$ cat src/core/dmb_pkg.sv
package dmb_pkg;

  // Register map, byte addresses on the control bus
  localparam int          ADDR_W      = 8;
  localparam logic [7:0]  MODE1_ADDR  = 8'h00;
  localparam logic [7:0]  MODE5_ADDR  = 8'h04;
  localparam logic [7:0]  STATUS_ADDR = 8'h08;
  localparam logic [7:0]  COUNT_ADDR  = 8'h0C;

  // Mode bit positions inside the data word
  localparam int TERM_STROBE_BIT = 11;
  localparam int MASK_BIT        = 10;
  localparam int WR_INV_BIT      = 11;
  localparam int RD_INV_BIT      = 12;
  localparam int MODE_STRB_LANE  = 1;

  // Reset values of the mode bits: everything off
  localparam logic       TERM_RST  = 1'b0;
  localparam logic [2:0] MODE5_RST = 3'h0;

  // Status word bit positions
  localparam int ST_MASK_BIT     = 0;
  localparam int ST_WR_INV_BIT   = 1;
  localparam int ST_RD_INV_BIT   = 2;
  localparam int ST_TERM_BIT     = 3;
  localparam int ST_RX_EN_BIT    = 4;
  localparam int ST_CONFLICT_BIT = 5;
  localparam int ST_HAS_MI_BIT   = 6;
  localparam int ST_HAS_TD_BIT   = 7;

  // Burst framing and the inversion threshold
  localparam int         BURST_LEN  = 8;
  localparam int         BEAT_W     = 3;
  localparam logic [3:0] ZERO_LIMIT = 4'h4;

  // Bus responses
  localparam logic [1:0] RESP_OKAY   = 2'h0;
  localparam logic [1:0] RESP_DECERR = 2'h3;

  // Number of zero bits in a byte
  function automatic logic [3:0] dmb_zeros(input logic [7:0] b);
    logic [3:0] n;
    n = 4'h0;
    for (int i = 0; i < 8; i++)
    begin
      n = n + {3'h0, ~b[i]};
    end
    return n;
  endfunction

endpackage

$ cat src/core/dmb_lane.sv
`timescale 1ns/1ps
// One byte lane of the shared side-band pin: write decode and read encode
module dmb_lane
  import dmb_pkg::*;
#(
  parameter int W = 8
)
(
  input  wire logic [W-1:0] wr_byte_i,
  input  wire logic         pin_i,
  input  wire logic         mask_en_i,
  input  wire logic         wr_inv_en_i,
  input  wire logic [W-1:0] rd_byte_i,
  input  wire logic         rd_inv_en_i,
  output logic      [W-1:0] wr_byte_o,
  output logic              wr_keep_o,
  output logic      [W-1:0] rd_byte_o,
  output logic              rd_flag_o
);

  logic [7:0] rd_wide;
  logic       heavy;

  // Narrow lanes pad with ones so the padding never counts as zeros
  always_comb
  begin
    rd_wide         = 8'hFF;
    rd_wide[W-1:0]  = rd_byte_i;
  end

  assign heavy = dmb_zeros(rd_wide) > ZERO_LIMIT;

  // Write side: pin low masks or inverts, pin high passes
  always_comb
  begin
    wr_keep_o = !(mask_en_i && !pin_i);
    wr_byte_o = (wr_inv_en_i && !pin_i) ? ~wr_byte_i : wr_byte_i;
  end

  // Read side: invert heavy bytes and flag them low
  always_comb
  begin
    rd_flag_o = !(rd_inv_en_i && heavy);
    rd_byte_o = rd_flag_o ? rd_byte_i : ~rd_byte_i;
  end

endmodule

$ cat src/core/dmb_sideband.sv
`timescale 1ns/1ps
module dmb_sideband
  import dmb_pkg::*;
#(
  parameter int DQ_W = 8
)
(
  input  wire logic                  clk_sys_i,
  input  wire logic                  rst_i,
  input  wire logic                  s_axi_awvalid_i,
  output logic                       s_axi_awready_o,
  input  wire logic [ADDR_W-1:0]     s_axi_awaddr_i,
  input  wire logic                  s_axi_wvalid_i,
  output logic                       s_axi_wready_o,
  input  wire logic [31:0]           s_axi_wdata_i,
  input  wire logic [3:0]            s_axi_wstrb_i,
  output logic                       s_axi_bvalid_o,
  input  wire logic                  s_axi_bready_i,
  output logic      [1:0]            s_axi_bresp_o,
  input  wire logic                  s_axi_arvalid_i,
  output logic                       s_axi_arready_o,
  input  wire logic [ADDR_W-1:0]     s_axi_araddr_i,
  output logic                       s_axi_rvalid_o,
  input  wire logic                  s_axi_rready_i,
  output logic      [31:0]           s_axi_rdata_o,
  output logic      [1:0]            s_axi_rresp_o,
  input  wire logic                  wr_valid_i,
  input  wire logic [DQ_W-1:0]       dq_i,
  input  wire logic [(DQ_W+7)/8-1:0] bus_inv_flag_i,
  input  wire logic                  rd_valid_i,
  input  wire logic [DQ_W-1:0]       rd_data_i,
  input  wire logic [2:0]            dqs_rtt_i,
  output logic                       arr_we_o,
  output logic      [DQ_W-1:0]       arr_data_o,
  output logic      [(DQ_W+7)/8-1:0] arr_keep_o,
  output logic      [BEAT_W-1:0]     arr_beat_o,
  output logic      [DQ_W-1:0]       dq_o,
  output logic                       dq_oe_o,
  output logic      [(DQ_W+7)/8-1:0] bus_inv_flag_o,
  output logic      [(DQ_W+7)/8-1:0] bus_inv_flag_oe_o,
  output logic      [BEAT_W-1:0]     rd_beat_o,
  output logic                       rx_en_o,
  output logic      [2:0]            term_rtt_o
);

  localparam int   LANES  = (DQ_W + 7) / 8;
  localparam int   LANE_W = DQ_W / LANES;
  localparam logic HAS_MI = (DQ_W >= 8);
  localparam logic HAS_TD = (DQ_W == 8);

  typedef struct packed {
    logic                awready;
    logic                wready;
    logic                aw_got;
    logic                w_got;
    logic [ADDR_W-1:0]   aw_addr;
    logic [31:0]         w_data;
    logic [3:0]          w_strb;
    logic                bvalid;
    logic [1:0]          bresp;
    logic                arready;
    logic                rvalid;
    logic [31:0]         rdata;
    logic [1:0]          rresp;
    logic                term_en;
    logic [2:0]          mode5;
    logic [BEAT_W-1:0]   wr_beat;
    logic [BEAT_W-1:0]   rd_beat;
    logic                arr_we;
    logic [DQ_W-1:0]     arr_data;
    logic [LANES-1:0]    arr_keep;
    logic [BEAT_W-1:0]   arr_beat;
    logic [DQ_W-1:0]     dq_out;
    logic                dq_oe;
    logic [LANES-1:0]    flag_out;
    logic [LANES-1:0]    flag_oe;
    logic [BEAT_W-1:0]   rd_beat_out;
    logic                rx_en;
    logic [2:0]          term_rtt;
    logic [15:0]         masked_cnt;
  } dmb_state_t;

  dmb_state_t st_r;
  dmb_state_t st_nxt;

  logic             eff_mask;
  logic             eff_wr_inv;
  logic             eff_rd_inv;
  logic             eff_term;
  logic             conflict;
  logic [DQ_W-1:0]  lw_data;
  logic [LANES-1:0] lw_keep;
  logic [DQ_W-1:0]  lr_data;
  logic [LANES-1:0] lr_flag;
  logic [LANES-1:0] pin_seen;

  ////////////////////////////////////////////////////////////////////////////
  // Effective modes; a part without a function never turns it on
  assign eff_term   = HAS_TD && st_r.term_en;
  assign eff_mask   = HAS_MI && !eff_term && st_r.mode5[0];
  // Mask wins if software sets both, so one write function is ever live
  assign eff_wr_inv = HAS_MI && !eff_term && st_r.mode5[1] && !st_r.mode5[0];
  assign eff_rd_inv = HAS_MI && !eff_term && st_r.mode5[2];
  assign conflict   = st_r.mode5[0] && st_r.mode5[1];
  // Receiver off reads as a constant high, so the pin cannot act
  assign pin_seen   = bus_inv_flag_i | {LANES{!st_r.rx_en}};

  ////////////////////////////////////////////////////////////////////////////
  // Per-lane codecs, one per byte of the data bus
  for (genvar g = 0; g < LANES; g++)
  begin : g_lane
    dmb_lane #(
      .W (LANE_W)
    ) u_lane (
      .wr_byte_i   (dq_i[g*LANE_W +: LANE_W]),
      .pin_i       (pin_seen[g]),
      .mask_en_i   (eff_mask),
      .wr_inv_en_i (eff_wr_inv),
      .rd_byte_i   (rd_data_i[g*LANE_W +: LANE_W]),
      .rd_inv_en_i (eff_rd_inv),
      .wr_byte_o   (lw_data[g*LANE_W +: LANE_W]),
      .wr_keep_o   (lw_keep[g]),
      .rd_byte_o   (lr_data[g*LANE_W +: LANE_W]),
      .rd_flag_o   (lr_flag[g])
    );
  end

  ////////////////////////////////////////////////////////////////////////////
  // Next state: bus slave, mode bits, write and read beats
  always_comb
  begin
    st_nxt = st_r;
    // Write response handshake
    if (st_r.bvalid && s_axi_bready_i)
    begin
      st_nxt.bvalid = 1'b0;
    end
    if (s_axi_awvalid_i && st_r.awready)
    begin
      st_nxt.aw_got  = 1'b1;
      st_nxt.aw_addr = s_axi_awaddr_i;
    end
    if (s_axi_wvalid_i && st_r.wready)
    begin
      st_nxt.w_got  = 1'b1;
      st_nxt.w_data = s_axi_wdata_i;
      st_nxt.w_strb = s_axi_wstrb_i;
    end
    // Commit once both address and data are held
    if (st_r.aw_got && st_r.w_got && !st_r.bvalid)
    begin
      st_nxt.aw_got = 1'b0;
      st_nxt.w_got  = 1'b0;
      st_nxt.bvalid = 1'b1;
      st_nxt.bresp  = RESP_OKAY;
      if (st_r.aw_addr == MODE1_ADDR)
      begin
        if (st_r.w_strb[MODE_STRB_LANE])
        begin
          st_nxt.term_en = st_r.w_data[TERM_STROBE_BIT];
        end
      end
      else if (st_r.aw_addr == MODE5_ADDR)
      begin
        if (st_r.w_strb[MODE_STRB_LANE])
        begin
          st_nxt.mode5 = {st_r.w_data[RD_INV_BIT], st_r.w_data[WR_INV_BIT],
                          st_r.w_data[MASK_BIT]};
        end
      end
      else if (st_r.aw_addr != STATUS_ADDR && st_r.aw_addr != COUNT_ADDR)
      begin
        st_nxt.bresp = RESP_DECERR;
      end
    end
    // Ready only while the holding slot is empty and no response waits
    st_nxt.awready = !st_nxt.aw_got && !st_nxt.bvalid;
    st_nxt.wready  = !st_nxt.w_got && !st_nxt.bvalid;

    // Read channel: one outstanding read
    if (st_r.rvalid && s_axi_rready_i)
    begin
      st_nxt.rvalid = 1'b0;
    end
    if (s_axi_arvalid_i && st_r.arready)
    begin
      st_nxt.rvalid = 1'b1;
      st_nxt.rresp  = RESP_OKAY;
      st_nxt.rdata  = 32'h0000_0000;
      if (s_axi_araddr_i == MODE1_ADDR)
      begin
        st_nxt.rdata[TERM_STROBE_BIT] = st_r.term_en;
      end
      else if (s_axi_araddr_i == MODE5_ADDR)
      begin
        st_nxt.rdata[MASK_BIT]   = st_r.mode5[0];
        st_nxt.rdata[WR_INV_BIT] = st_r.mode5[1];
        st_nxt.rdata[RD_INV_BIT] = st_r.mode5[2];
      end
      else if (s_axi_araddr_i == STATUS_ADDR)
      begin
        st_nxt.rdata[ST_MASK_BIT]     = eff_mask;
        st_nxt.rdata[ST_WR_INV_BIT]   = eff_wr_inv;
        st_nxt.rdata[ST_RD_INV_BIT]   = eff_rd_inv;
        st_nxt.rdata[ST_TERM_BIT]     = eff_term;
        st_nxt.rdata[ST_RX_EN_BIT]    = st_r.rx_en;
        st_nxt.rdata[ST_CONFLICT_BIT] = conflict;
        st_nxt.rdata[ST_HAS_MI_BIT]   = HAS_MI;
        st_nxt.rdata[ST_HAS_TD_BIT]   = HAS_TD;
      end
      else if (s_axi_araddr_i == COUNT_ADDR)
      begin
        st_nxt.rdata[15:0] = st_r.masked_cnt;
      end
      else
      begin
        st_nxt.rresp = RESP_DECERR;
      end
    end
    st_nxt.arready = !st_nxt.rvalid;

    // Pin receiver follows the write functions, one cycle behind the mode
    st_nxt.rx_en    = eff_mask || eff_wr_inv;
    st_nxt.term_rtt = eff_term ? dqs_rtt_i : 3'h0;

    // Write beat: one lane byte and one pin bit per lane per transfer
    st_nxt.arr_we = wr_valid_i;
    if (wr_valid_i)
    begin
      st_nxt.arr_data = lw_data;
      st_nxt.arr_keep = lw_keep;
      st_nxt.arr_beat = st_r.wr_beat;
      st_nxt.wr_beat  = st_r.wr_beat + BEAT_W'(1);
      for (int i = 0; i < LANES; i++)
      begin
        st_nxt.masked_cnt = st_nxt.masked_cnt + {15'h0000, !lw_keep[i]};
      end
    end

    // Read beat: flag driven only while read inversion is live
    st_nxt.dq_oe   = rd_valid_i;
    st_nxt.flag_oe = {LANES{rd_valid_i && eff_rd_inv}};
    if (rd_valid_i)
    begin
      st_nxt.dq_out      = lr_data;
      st_nxt.flag_out    = lr_flag;
      st_nxt.rd_beat_out = st_r.rd_beat;
      st_nxt.rd_beat     = st_r.rd_beat + BEAT_W'(1);
    end
    else
    begin
      st_nxt.flag_out = {LANES{1'b1}};
    end
  end

  ////////////////////////////////////////////////////////////////////////////
  // State register; bursts restart at beat zero after reset
  always_ff @(posedge clk_sys_i)
  begin
    if (rst_i)
    begin
      st_r         <= '0;
      st_r.awready <= 1'b1;
      st_r.wready  <= 1'b1;
      st_r.arready <= 1'b1;
      st_r.term_en <= TERM_RST;
      st_r.mode5   <= MODE5_RST;
      st_r.flag_out <= {LANES{1'b1}};
    end
    else
    begin
      st_r <= st_nxt;
    end
  end

  ////////////////////////////////////////////////////////////////////////////
  // Outputs straight from the state register
  assign s_axi_awready_o   = st_r.awready;
  assign s_axi_wready_o    = st_r.wready;
  assign s_axi_bvalid_o    = st_r.bvalid;
  assign s_axi_bresp_o     = st_r.bresp;
  assign s_axi_arready_o   = st_r.arready;
  assign s_axi_rvalid_o    = st_r.rvalid;
  assign s_axi_rdata_o     = st_r.rdata;
  assign s_axi_rresp_o     = st_r.rresp;
  assign arr_we_o          = st_r.arr_we;
  assign arr_data_o        = st_r.arr_data;
  assign arr_keep_o        = st_r.arr_keep;
  assign arr_beat_o        = st_r.arr_beat;
  assign dq_o              = st_r.dq_out;
  assign dq_oe_o           = st_r.dq_oe;
  assign bus_inv_flag_o    = st_r.flag_out;
  assign bus_inv_flag_oe_o = st_r.flag_oe;
  assign rd_beat_o         = st_r.rd_beat_out;
  assign rx_en_o           = st_r.rx_en;
  assign term_rtt_o        = st_r.term_rtt;
endmodule

$ cat config.mk
export PLATFORM = sky130hd
export DESIGN_NAME = dmb_sideband
export DESIGN_NICKNAME = d
export VERILOG_FILES = /design/src/core/dmb_pkg.sv /design/src/core/dmb_lane.sv /design/src/core/dmb_sideband.sv
export SDC_FILE = /design/constraint.sdc
export NUM_CORES = 1
export LEC_CHECK = 0
export ABC_CLOCK_PERIOD_IN_PS = 8600
export BUFFER_PORTS_ARGS = -buffer_cell sky130_fd_sc_hd__buf_2
export CAP_MARGIN = 20
export CORE_ASPECT_RATIO = 0.8
export CORE_MARGIN = 5
export CORE_UTILIZATION = 50
export CTS_CLUSTER_DIAMETER = 60
export DETAILED_ROUTE_END_ITERATION = 8
export PLACE_DENSITY = 0.83
export SLEW_MARGIN = 5
export SYNTH_ARGS = -nofsm -noshare
export SYNTH_HDL_FRONTEND = slang
export SYNTH_HIERARCHICAL = 1
export SYNTH_SLANG_ARGS = --single-unit
$ cat constraint.sdc
create_clock -name clk_sys_i -period 8.6 [get_ports clk_sys_i]
set_clock_uncertainty 0.1 [all_clocks]
set_input_delay 1.72 -clock clk_sys_i [delete_from_list [all_inputs] [get_ports clk_sys_i]]
set_output_delay 1.72 -clock clk_sys_i [all_outputs]
set_load 0.02 [all_outputs]
After elaboration in Yosys (flattened, before gate mapping) --
Index checks and enable logic that the tools add are counted.
Operators by class: div/mod/pow operators 0, $lt $le $gt $ge 1, bitwise operators 14, reductions and logical operators 37, shift operators 0, multipliers 0, $add $sub $neg 10, equality and inequality tests 6, multiplexer cells 23
Operators by type and width (count):
- $mux 35 | 1
- $mux 8 | 4
- $add 4x1->4 | 6
- $logic_and 1x1->1 | 19
- $add 16x1->16 | 1
- $eq 8x3->1 const B | 2
- $eq 8x4->1 const B | 2
- $logic_not 8->1 | 2
- $mux 16 | 1
- $ne 8x4->1 const B | 2
- $not 8->8 | 2
- $mux 13 | 1
- $mux 12 | 1
- $mux 2 | 6
- $logic_not 1->1 | 11
- $not 1->1 | 11
- $mux 3 | 3
- $add 3x1->3 const B | 2
- $mux 1 | 5
- $gt 4x3->1 const B | 1
- $mux 4 | 1
- $reduce_and 4->1 | 1
- $reduce_or 2->1 | 2
- $reduce_and 3->1 | 1
- 3 further kinds | 3
Storage, ports and cells: logic and storage cells 120, latch bits 0, output and inout port bits 72, flip-flop bits (word level) 107, bits of input ports 81, memories 0, bits in read-only memories 0, RAM bits 0

Depth between registers and ports, before layout --
depth in word-level cells 11, gate-level depth with buffers 13, gate-level depth less buffers 12

By module --
The synthesis kept the hierarchy.
Modules (own cells, without submodules):
- dmb_sideband | seq. area each 1881.8 um^2, area each 4033.9 um^2, times used 1, cells each 438
- dmb_lane | seq. area each 0.0 um^2, area each 394.1 um^2, times used 1, cells each 44

Worst setup path before layout --
Ideal clock, no wire load.
path kind in2reg, start point in rd_data_i[0], end point reg st_r, in the netlist dq_o[2], library setup time 0.128 ns, arrival time 4.681 ns, cell stages on the path 13, required time 8.372 ns, slack 3.692 ns, buffers on the path 1, path through fa_1 inv_1 fa_1 fa_1 ha_1 inv_1 fa_1 nor2b_1 o32ai_2 buf_6 xnor2_1 mux2i_1 nor2_1
On the way: word-level cells in the longest chain between the ends 11
Ends and longest elaborated chain:
- from (decl) | RTL line dmb_sideband.sv:31 | input wire logic [DQ_W-1:0] rd_data_i,
- $not 1->1 | RTL line dmb_pkg.sv:46 | n = n + {3'h0, ~b[i]};
- $add 1x1->2 | RTL line dmb_pkg.sv:46
- $add 4x1->4 (6 in series) | RTL line dmb_pkg.sv:46
- $gt 4x3->1 | RTL line dmb_lane.sv:31 | assign heavy = dmb_zeros(rd_wide) > ZERO_LIMIT;
- $logic_and 1x1->1 | RTL line dmb_lane.sv:43 | rd_flag_o = !(rd_inv_en_i && heavy);
- $mux 8 | RTL line dmb_lane.sv:44 | rd_byte_o = rd_flag_o ? rd_byte_i : ~rd_byte_i;
- via lr_data[2] | RTL line dmb_sideband.sv:93 | logic [DQ_W-1:0] lr_data;
- to (signal assigned) | RTL line dmb_sideband.sv:272 | st_r <= st_nxt;
- to (decl) | RTL line dmb_sideband.sv:83 | dmb_state_t st_r;
The timed path passes the listed nets, and every way through them passes these cells. A chain may end at the register's enable or synchronous reset.

Worst setup path in the final report --
start point in rd_data_i[0], end point reg st_r, in the netlist dq_o[6]
The elaborated chain is that of the path after synthesis.

==> reports/results.md <==
| Result | Value |
|---|---|
| Result of the run | finished clean |
| Maximum achievable frequency | 0.184 GHz |
| Crit path required time | 8710 ps |
| Total of flip-flops plus latches after synthesis | 94 |
| Number of global-route vias before repair | 3,104 |
| Number of vias after detailed routing | 3,150 |
| Detailed-route vias per instance | 4.87 |
| Data arrival time of the critical path | 5540 ps |
| Category of the most critical setup path | input pin to register |
| Core Rows | 30 |
| Antenna diodes | 0 |
| # hold bufs at CTS | 0 |
| Number of CTS-inserted buffers | 9 |
| Worst slew slack as a fraction of its limit | 0.305 |
| Antenna violations before repair | 0 |
| Iteration count of the initial detailed-routing pass | 4 |
| Setup repair after global routing missed its margin | no |
| Post-route cell area | 4800 µm² |
| Tmin final | 5430 ps |
| Count of mapped cells out of synthesis | 482 |
| Clock H-tree levels | 3 |
| Worst setup margin | 3170 ps |
| Hold/Removal Path Class | register to register |
| Final weighted congestion in routability-driven placement | 0.797 |
| Most frequent standard cell in the layout excluding fill and tap cells | sky130_fd_sc_hd__buf_2 |
| Launching element type of the critical path | input pin |
| Fraction of registers with async set/reset | 0 |
| Height of the die | 94.2 µm |
| Most frequently used flop master after synthesis | sky130_fd_sc_hd__dfxtp_1 |
| Width of the die | 115 µm |
| Residual DRC | 0 |
| Portion of synthesized cell area occupied by the leading cell type | 0.425 |
| Power density over the cells | 179 nW/µm² |
| Endpoints failing hold | 0 |
| 1st-iter DRT viols | 101 |
| Largest net degree at the start of global routing | 81 |
| Dominant cells by area after synthesis | sky130_fd_sc_hd__dfxtp_1 42%, sky130_fd_sc_hd__buf_4 10%, sky130_fd_sc_hd__mux2i_1 8.1%, sky130_fd_sc_hd__nor2_1 4.9%, sky130_fd_sc_hd__xnor2_1 4.5% |
| Overall routed net length | 8.36 mm |
| Port Buf Inserts | 104 |
| Max-cap violations | 0 |
| Sum of net half-perimeters after detailed placement | 6.35 mm |
| Number of enable-type register cells in the synthesized netlist | 0 |
| Number of warnings reported in the yosys synthesis log | 6 |
| Total chip power | 0.000858 W |
| Area Growth Syn to Fin | 8.42% |
| Antenna-violating nets left | 0 |
| Max Root-Sink Buffers | 2 |
| Post-route clock period utilization | 0.631 |
| Wire length of the first global-routing pass | 13.6 mm |
| Mean instance size in the synthesized netlist | 9.19 µm² |
| Most frequent cells in the layout | 104 x sky130_fd_sc_hd__buf_2, 94 x sky130_fd_sc_hd__dfxtp_1, 58 x sky130_fd_sc_hd__nor2_1 |
| Clock Latency Late Sink | 350 ps |
| Total leakage power | 2.21 nW |
| Setup Fix Bufs, Post-CTS | 0 |
| Number of setup violations in the final report | 0 |
| Clk slew on worst S/H paths | 90 ps |
| Num ports | 153 |
| Worst Path Max Fanout | 9 |
| Net count reported at finish | 623 |
| Fraction of layout instances using a drive strength above 1 | 0.252 |
| Portion of the post-synthesis area used by sequential elements | 0.425 |
| Initial Utilization | 0.517 |
| Clock Sinks | 94 |
| Count of pins over their slew limit | 0 |
| GR Util All Layers | 0.156 |
| Area of the core | 8560 µm² |
| Cell Area, Synth | 4430 µm² |
| Count of distinct cell types in the synthesized netlist | 40 |
| Post-detailed-route wirelength per cell | 12.9 µm |
| Largest voltage drop on the vdd net | 0.131 mV |
| Pre-CTS setup slack | 2800 ps |
| Number of gates resized after cts | 0 |
| Clock root buffer | sky130_fd_sc_hd__clkbuf_8 |
| Slew at the pin closest to its max-slew limit | 1040 ps |
| Overflow after GRT | 0 |
| Setup TNS | 0 ps |
| Most area-hungry cell type in the Yosys netlist | sky130_fd_sc_hd__dfxtp_1 |
| Clock tree from TritonCTS | done |
| Capturing element type of the critical path | register |
| Instance area after placement | 4600 µm² |
| Reg-to-reg slack, setup | 6300 ps |
| Die Area | 10,800 µm² |
sequential cells by signal (all words and copies together) (netlist names), 3 cells and up:
register and count:
s_axi_rdata_o 16, dq_o 8, st_r 39, arr_beat_o 3, rd_beat_o 3, term_rtt_o 3, arr_data_o 8
worst max-delay path, stage by stage:
cell and delay (ps):
sky130_fd_sc_hd__buf_2 130, sky130_fd_sc_hd__fa_1 540, sky130_fd_sc_hd__inv_1 60, sky130_fd_sc_hd__fa_1 490, sky130_fd_sc_hd__fa_1 520, sky130_fd_sc_hd__ha_1 170
sky130_fd_sc_hd__inv_1 60, sky130_fd_sc_hd__fa_1 430, sky130_fd_sc_hd__nor2b_1 150, sky130_fd_sc_hd__o32ai_2 880, sky130_fd_sc_hd__xnor2_1 150, sky130_fd_sc_hd__mux2i_1 190
sky130_fd_sc_hd__nor2_1 60
report_power, final:
part	switching, W	internal [W]
registers	0.0000104	0.000450
logic	0.0000657	0.0000432
clock network	0.000140	0.000149
cell usage after synthesis, drive strengths merged, types with 2 or more instances:
library cell	n
inv	17
and3b	2
fa	4
a22o	6
o31ai	2
nor4	4
nand2b	7
buf	71
nor2	58
o21ai	7
nor3	8
mux2	4
xnor2	23
nand4	6
nor3b	2
and3	2
ha	7
dfxtp	94
and2	5
clkbuf	11
a21o	2
nand3	19
nand2	37
nor2b	9
mux2i	36
xor2	10
a21oi	22
worst paths after layout:
check	from	depth (start not counted)	to
worst max-delay path	rd_data_i[0]	13	dq_o[6]$_SDFFE_PP0P_
worst min-delay path	s_axi_rdata_o[4]$_SDFFE_PP0P_	2	s_axi_rdata_o[4]$_SDFFE_PP0P_
worst max register to register	st_r[55]$_SDFFE_PP0P_	6	dq_o[6]$_SDFFE_PP0P_
worst min register to register	s_axi_rdata_o[4]$_SDFFE_PP0P_	2	s_axi_rdata_o[4]$_SDFFE_PP0P_
metal layers:
layer	GRT usage	wire length, µm	up-vias
met2	0.265	4070	75
met4	0.0489	110	0
met5	0	0	-
li1	-	-	1599
met1	0.184	3620	1464
met3	0.0528	553	12
metrics by stage:
step           hold slack [ps]  instances  utilization
2_1_floorplan              326        497            -
3_3_place_gp               332        632        0.538
3_5_place_dp               342        632        0.538
4_1_cts                    360        647        0.561
5_1_grt                    387        647        0.561
6_report                   356        647        0.561
layout make-up:
cell class              count  area, µm²
repair buffers            105        528
fillers                   767       3760
flip-flops and latches     94       1880
clock buffers              12        155
clock inverters             3       43.8
well taps                 112        140
multi-input cells         304       1990
inverters                  17       63.8
cell families after synthesis:
kind of cell | share of synthesized area
and+or+nand+nor | 0.175
buffers and inverters | 0.139
DFF | 0.425
AOI/OAI and AO/OA | 0.0602
muxes | 0.0916
xor gates and xnor gates | 0.0704
adders and majority gates | 0.0379
other | 0.000847
No activity file was read; power rests on OpenSTA's default activity.
